[config.mk]
export PLATFORM = sky130hd
export DESIGN_NAME = pcg_top
export DESIGN_NICKNAME = d
export VERILOG_FILES = /design/src/hw/pcg_gate_reg.v /design/src/hw/pcg_fault_check.v /design/src/hw/pcg_top.v
export VERILOG_INCLUDE_DIRS = /design/src /design/src/hw
export SDC_FILE = /design/constraint.sdc
export NUM_CORES = 1
export LEC_CHECK = 0
export BUFFER_PORTS_ARGS = -buffer_cell sky130_fd_sc_hd__buf_2
export CORE_MARGIN = 3
export CORE_UTILIZATION = 40
export DETAILED_ROUTE_END_ITERATION = 10
export PLACE_DENSITY_LB_ADDON = 0.25
export SLEW_MARGIN = 20
export SYNTH_ARGS = -nofsm -noshare
export SYNTH_HDL_FRONTEND = slang
export SYNTH_HIERARCHICAL = 1
export SYNTH_SLANG_ARGS = --single-unit
export TNS_END_PERCENT = 5
[constraint.sdc]
create_clock -name ref_clk -period 1.65 [get_ports ref_clk]
set_input_delay 0.0825 -clock ref_clk [delete_from_list [all_inputs] [get_ports ref_clk]]
set_output_delay 0.0825 -clock ref_clk [all_outputs]
set_load 0.05 [all_outputs]
[src/hw/pcg_consts.vh]
// Purpose: constants of the peripheral clock gating block
// Assumes: 32-bit register port, word offsets as byte addresses
// Notes: included by every design file of the block
//
// Functional notes
// each implemented gating bit enables one unit clock; zero stops and disables it
// access to a unit whose clock is gated off ends in a bus fault
// gating bits reset to zero except hibernation; registers reset to 0x00000040
// 0x100 governs run, 0x110 sleep, a third register deep sleep
// sleep registers apply in sleep modes only when sleep gating select is set
// bit 24 gates can unit zero, read/write, resets to zero
// bit 6 gates hibernation module, read/write, resets to one
// bit 3 gates watchdog, resets to zero; gated-off watchdog access faults
// reserved bits are read-only and read as zero
// registers sit in system control space at base 0x400F_E000
// software enables every needed unit before using it
// deep sleep register at 0x120 with same layout and reset value
// with select clear, run register governs sleep and deep sleep too
`ifndef PCG_CONSTS_VH
`define PCG_CONSTS_VH
`define PCG_BASE_ADDR 32'h400F_E000
`define PCG_OFS_RUN 12'h100
`define PCG_OFS_SLP 12'h110
`define PCG_OFS_DSL 12'h120
`define PCG_OFS_CFG 12'h130
`define PCG_OFS_IST 12'h140
`define PCG_OFS_IMSK 12'h144
`define PCG_GATE_RESET 32'h0000_0040
`define PCG_GATE_MASK 32'h0100_0048
`define PCG_BIT_CAN 24
`define PCG_BIT_HIB 6
`define PCG_BIT_WDT 3
`define PCG_BIT_SELECT 0
`define PCG_NUM_UNITS 3
`define PCG_MODE_RUN 2'h0
`define PCG_MODE_SLEEP 2'h1
`define PCG_MODE_DEEP 2'h2
`endif

[src/hw/pcg_gate_reg.v]
// Purpose: one 32-bit gating register with read-only reserved bits
// Assumes: write strobe already decoded for this register
// Notes: only bits in the implemented mask are stored
`timescale 1ns/100ps
`default_nettype none
`include "pcg_consts.vh"
module pcg_gate_reg (
   input wire ref_clk,
   input wire rst,
   input wire wr_en,
   input wire [31:0] wr_data,
   output wire [31:0] value
);
   reg [31:0] gate_q;
   // reserved bits never store, so they always read zero
   always @(posedge ref_clk or posedge rst) begin
      if (rst) begin
         gate_q <= `PCG_GATE_RESET;
      end else if (wr_en) begin
         gate_q <= wr_data & `PCG_GATE_MASK;
      end
   end
   assign value = gate_q;
endmodule // pcg_gate_reg
`default_nettype wire

[src/hw/pcg_fault_check.v]
// Purpose: bus fault decision for accesses to the gated units
// Assumes: unit select and strobes on the same clock as the gates
// Notes: purely combinational, registered by the top
`timescale 1ns/100ps
`default_nettype none
`include "pcg_consts.vh"
module pcg_fault_check (
   input wire [`PCG_NUM_UNITS-1:0] unit_sel,
   input wire [`PCG_NUM_UNITS-1:0] unit_clk_en,
   input wire unit_rd,
   input wire unit_wr,
   output wire [`PCG_NUM_UNITS-1:0] fault
);
   genvar i;
   // one fault term per unit; access to a stopped unit faults
   generate
      for (i = 0; i < `PCG_NUM_UNITS; i = i + 1) begin : g_unit
         assign fault[i] = unit_sel[i] & (unit_rd | unit_wr) & ~unit_clk_en[i];
      end
   endgenerate
endmodule // pcg_fault_check
`default_nettype wire

[src/hw/pcg_top.v]
// Purpose: per-unit clock gating for can unit zero, hibernation and watchdog
// Assumes: single clock ref_clk 200 MHz, asynchronous active-high rst
// Notes: unit index 0 watchdog, 1 hibernation, 2 can unit zero
//
// Local design decision: the plain strobed port.
`timescale 1ns/100ps
`default_nettype none
`include "pcg_consts.vh"
module pcg_top (
   input wire ref_clk,
   input wire rst,
   input wire [11:0] reg_addr,
   input wire [31:0] reg_wdata,
   input wire reg_wr,
   input wire reg_rd,
   output reg [31:0] reg_rdata,
   input wire [1:0] power_mode,
   input wire [2:0] unit_sel,
   input wire unit_rd,
   input wire unit_wr,
   output reg [2:0] unit_clk_en,
   output reg [2:0] unit_fault,
   output reg irq
);
   wire [31:0] run_gate;
   wire [31:0] slp_gate;
   wire [31:0] dsl_gate;
   wire [2:0] fault_now;
   reg [1:0] mode_meta_q;
   reg [1:0] mode_q;
   reg select_q;
   reg [2:0] ist_q;
   reg [2:0] imsk_q;
   reg [31:0] active_gate;
   reg [31:0] rdata_d;
   wire wr_run;
   wire wr_slp;
   wire wr_dsl;

   // power mode comes from the processor core domain, so synchronise it
   always @(posedge ref_clk or posedge rst) begin
      if (rst) begin
         mode_meta_q <= `PCG_MODE_RUN;
         mode_q <= `PCG_MODE_RUN;
      end else begin
         mode_meta_q <= power_mode;
         mode_q <= mode_meta_q;
      end
   end

   // write decode, offsets relative to system control base
   assign wr_run = reg_wr && (reg_addr == `PCG_OFS_RUN);
   assign wr_slp = reg_wr && (reg_addr == `PCG_OFS_SLP);
   assign wr_dsl = reg_wr && (reg_addr == `PCG_OFS_DSL);

   pcg_gate_reg u_run (
      .ref_clk(ref_clk),
      .rst(rst),
      .wr_en(wr_run),
      .wr_data(reg_wdata),
      .value(run_gate)
   );
   pcg_gate_reg u_slp (
      .ref_clk(ref_clk),
      .rst(rst),
      .wr_en(wr_slp),
      .wr_data(reg_wdata),
      .value(slp_gate)
   );
   pcg_gate_reg u_dsl (
      .ref_clk(ref_clk),
      .rst(rst),
      .wr_en(wr_dsl),
      .wr_data(reg_wdata),
      .value(dsl_gate)
   );

   // sleep gating select bit, clear after reset
   always @(posedge ref_clk or posedge rst) begin
      if (rst) begin
         select_q <= 1'b0;
      end else if (reg_wr && (reg_addr == `PCG_OFS_CFG)) begin
         select_q <= reg_wdata[`PCG_BIT_SELECT];
      end
   end

   // pick the register that governs the present power mode
   always @* begin
      active_gate = run_gate;
      if (select_q) begin
         case (mode_q)
            `PCG_MODE_SLEEP: active_gate = slp_gate;
            `PCG_MODE_DEEP: active_gate = dsl_gate;
            default: active_gate = run_gate;
         endcase
      end
   end

   // clock enables registered so units see glitch-free gates
   always @(posedge ref_clk or posedge rst) begin
      if (rst) begin
         unit_clk_en <= 3'h2;
      end else begin
         unit_clk_en[0] <= active_gate[`PCG_BIT_WDT];
         unit_clk_en[1] <= active_gate[`PCG_BIT_HIB];
         unit_clk_en[2] <= active_gate[`PCG_BIT_CAN];
      end
   end

   pcg_fault_check u_fault (
      .unit_sel(unit_sel),
      .unit_clk_en(unit_clk_en),
      .unit_rd(unit_rd),
      .unit_wr(unit_wr),
      .fault(fault_now)
   );

   // fault answer one cycle after the access
   always @(posedge ref_clk or posedge rst) begin
      if (rst) begin
         unit_fault <= 3'h0;
      end else begin
         unit_fault <= fault_now;
      end
   end

   // sticky fault status: set wins over write-one-to-clear
   always @(posedge ref_clk or posedge rst) begin
      if (rst) begin
         ist_q <= 3'h0;
         imsk_q <= 3'h0;
      end else begin
         if (reg_wr && (reg_addr == `PCG_OFS_IST)) begin
            ist_q <= (ist_q & ~reg_wdata[2:0]) | fault_now;
         end else begin
            ist_q <= ist_q | fault_now;
         end
         if (reg_wr && (reg_addr == `PCG_OFS_IMSK)) begin
            imsk_q <= reg_wdata[2:0];
         end
      end
   end

   // level interrupt from flop; lags status by one cycle
   always @(posedge ref_clk or posedge rst) begin
      if (rst) begin
         irq <= 1'b0;
      end else begin
         irq <= |(ist_q & imsk_q);
      end
   end

   // read mux; unmapped offsets read zero
   always @* begin
      case (reg_addr)
         `PCG_OFS_RUN: rdata_d = run_gate;
         `PCG_OFS_SLP: rdata_d = slp_gate;
         `PCG_OFS_DSL: rdata_d = dsl_gate;
         `PCG_OFS_CFG: rdata_d = {31'h0000_0000, select_q};
         `PCG_OFS_IST: rdata_d = {29'h0000_0000, ist_q};
         `PCG_OFS_IMSK: rdata_d = {29'h0000_0000, imsk_q};
         default: rdata_d = 32'h0000_0000;
      endcase
   end

   // read data valid only in the cycle after the strobe
   always @(posedge ref_clk or posedge rst) begin
      if (rst) begin
         reg_rdata <= 32'h0000_0000;
      end else if (reg_rd) begin
         reg_rdata <= rdata_d;
      end else begin
         reg_rdata <= 32'h0000_0000;
      end
   end
endmodule // pcg_top
`default_nettype wire

==> summary.md <==
| Metric | Value |
|---|---|
| Register bit total from synthesis | 59 |
| Cell variety after synth | 39 |
| Synth Area in Adders | 0.706% |
| Yosys warns | 6 |
| Global Route Usage Sum | between 10 and 15% |
| CP arrival | around 1500 ps |
| Internal | between 2 and 2.5 mW |
| Largest net degree at the start of global routing | 24 |
| Initial DRC Count | 36 |
| Sw Ratio | between 20 and 25% |
| Core area | roughly 0.0084 mm^2 |
| Dpl cell area | 0.00374 mm^2 |
| Via density per instance | ~4.2 |
| Pwr Density | ~770 mW/mm^2 |
| Cells after Synth | ~370 |
| Simple-gate share of the synthesized area | 13.8% |
| Largest delay contributor family on the critical path | simple AND/OR/NAND/NOR gates |
| Final GP Congestion | between 0.8 and 0.9 |
| Slowest Stage Delay on Critical Path | about 400 ps |
| Slew @ Worst Pin | approximately 500 ps |
| Setup Skew | 13.7 ps |
| Comb power frac | 11.5% |
| Slowest cell on crit path | or3_1 |
| Post-Synth XOR/XNOR Area | 0% |
| Post-synthesis cell area | ~0.0035 mm^2 |
| Hold Path Class | in -> reg |
| First-pass GRT wire length | around 11000 um |
| Crit path max fanout | 3 |
| Worst slew margin | between 60% and 70% |
| Clock sinks | 59 |
| Clock Pin Slew Worst Setup and Hold Paths | approximately 60 ps |
| Top Ports | 94 |
| Commonest non-fill, non-tap cell in the layout | conb_1 |
| Final ANT Viol Nets | 0 |
| Filler cell count | 838 |
| Buf+Inv Stages, Crit Path | 1 |
| Fmax | between 700 and 800 MHz |
| Clock root cell | clkbuf_8 |
| Clk Latency, worst-skew pair | ~330 ps |
| HPWL after detailed placement | 4940 um |
| Avg Cell Area, Syn | ~9.7 um^2 |
| Ratio of cells with drive above 1 in the final layout | a little under 30% |
| Die width | ~100 um |
| Leak | roughly 2.2 nW |
| CTS tree | done |
| Final instance area | 0.00400 mm^2 |
| Max Slew Vio Count | 0 |
| Worst setup path class | in -> reg |
| Crit. End Element | register |
| # H-tree levels | 3 |
| CP Launch Type | primary input |
| Psw | 742 uW |
| DRT Pass-1 Iters | 4 |
| Clk network pwr share | between 40% and 50% |
| Input/output buffers | 67 |
| Setup violators final | 0 |
| Compound-Gate Fraction of Synth Area | around 7% |
| Remaining Overflow, GRT | 0 |
| Drt total wl | roughly 6500 um |
| Initial core utilization | 42.1% |
| DRC Markers | 0 |
| Vias | roughly 2.4k |
| Status | finished clean |
| Sequential share of power | between 40% and 50% |
| Mux cell area share after synthesis | between 10% and 20% |
| Final Critical Period | 1310 ps |
| Wire per inst | between 10 and 15 um |
| Final Hold Viols | 0 |
| Maximum VDD drop | 0.372 mV |
| Antenna cell count | 0 |
| Initial antenna violation count | 0 |
| Unrepaired setup endpoints after global routing | false |
| Cell Rows | 33 |
| Area Growth Syn to Fin | 12.7% |
| Largest family of logic cells by synthesized area | buffers and inverters |
| Total power | between 3 and 4 mW |
| Register area share after synthesis | a little over two fifths |
| Final Cycle Share | between 70% and 80% |
| Clock buffer count from CTS | 9 |
| Commonest non-fill, non-tap cells in the layout | conb_1, buf_2, nor2_1 |
| Chip height | ~100 um |
| Final net count | 509 |
| Critical-path cell list | buf_2 -> or3_1 -> nor2_2 -> nand2_1 -> nor3b_2 -> mux2_2 |
| MaxCap Viol Count | 0 |
| Max Root-Sink Buffers | 2 |
| Die ar. | around 0.01 mm^2 |
| Fin util | a little under half |
| Setup TNS | 0 ps |
| WP data required | around 1900 ps |
| Vias in the first global route | 2310 |
## final cells by class
class	instances	area, um^2	share of cell area (%)
multi-input cells	279	1610	40.2
flip-flops and latches	59	1480	37.1
repair buffers	93	548	13.7
clock buffers	13	149	3.73
well taps	105	131	3.29
clock inverters	3	40.0	1.00
inverters	10	37.5	0.940
## power groups by stage
stage / registers [mW] / clock network, mW / logic, mW
3_5_place_dp: 1.49 / 0 / 0.332
3_3_place_gp: 1.49 / 0 / 0.326
4_1_cts: 1.46 / 1.31 / 0.345
6_report: 1.46 / 1.26 / 0.353
5_1_grt: 1.46 / 1.39 / 0.404
2_1_floorplan: 1.51 / 0 / 0.364
## path summary, 6_finish.rpt
check	start	end	slack [ps]	cells past startpoint
max	reg_addr[2]	u_run/value[3]	340	6
max reg2reg	select_q	reg_rdata[0]	360	4
max in group asynchronous	rst	reg_rdata[17]	690	4
min	reg_wdata[24]	u_dsl/value[24]	20	2
min in group asynchronous	rst	u_slp/value[3]	200	3
min reg2reg	mode_meta_q[1]	mode_q[1]	360	0
## stage by stage
step	hold slack [ps]	cells	setup WS, ps
floorplan	-165	450	65.0
global placement	-14.7	539	0.158
detailed placement	-8.14	539	-22.1
CTS	8.62	562	339
global route	16.1	562	310
finish	23.9	562	342
## worst register-to-register path, delay by kind of cell (launching register included)
family / cells / cell delay, ps
mux: 1 / 470
flops: 1 / 390
compound gates: 1 / 60
simple gates: 2 / 250
## flip-flops by register name (all words and copies together), names as in the netlist
signal	cells
imsk_q	3
irq	1
ist_q	3
mode_meta_q	2
mode_q	2
reg_rdata	32
select_q	1
u_dsl/value	3
u_run/value	3
u_slp/value	3
unit_clk_en	3
unit_fault	3
## routing by layer
layer | vias to the layer above | global-route usage, % | share of wire (%)
li1 | 1213 | - | -
met1 | 1110 | 17.3 | 45
met2 | 50 | 22.7 | 49
met3 | 5 | 5.35 | 5.9
met4 | 0 | 2.80 | 0.58
met5 | - | 0 | 0
## cell families after synthesis
group / after synthesis
buffers and inverters: 112
and+or+nand+nor: 97
DFF: 59
muxes: 48
AOI/OAI and AO/OA: 45
other: 3
adders and majority gates: 2
## what timing repair did
item	CTS	global route
hold buffers	7	0
setup buffers	0	0
gates resized for setup	0	0
hold endpoints to repair	36	0
## Yosys cell counts (all sizes together)
| cell | instances | area, um^2 |
|---|---|---|
| dfrtp | 55 | 1380 |
| nor2 | 65 | 249 |
| and4b | 1 | 10.0 |
| nor3 | 2 | 20.0 |
| dfstp | 4 | 105 |
| a21oi | 31 | 155 |
| o211ai | 1 | 7.51 |
| nor3b | 4 | 45.1 |
| mux4 | 1 | 22.5 |
| and2 | 1 | 7.51 |
| mux2 | 15 | 169 |
| conb | 3 | 11.3 |
| o21ai | 4 | 20.0 |
| buf | 99 | 728 |
| mux2i | 32 | 320 |
| a22oi | 3 | 22.5 |
| o22ai | 2 | 12.5 |
| and3 | 2 | 12.5 |
| nor2b | 1 | 6.26 |
| a222oi | 1 | 10.0 |
| nand3b | 2 | 15.0 |
| a31oi | 3 | 18.8 |
| inv | 10 | 37.5 |
| clkbuf | 3 | 11.3 |
| nor4b | 2 | 30.0 |
| nand2b | 1 | 6.26 |
| or4b | 1 | 13.8 |
| ha | 2 | 25.0 |
| nand4 | 3 | 25.0 |
| nand3 | 2 | 10.0 |
| nand2 | 9 | 33.8 |
| or3 | 1 | 6.26 |
Note: power is estimated with default switching activity, not from simulation.
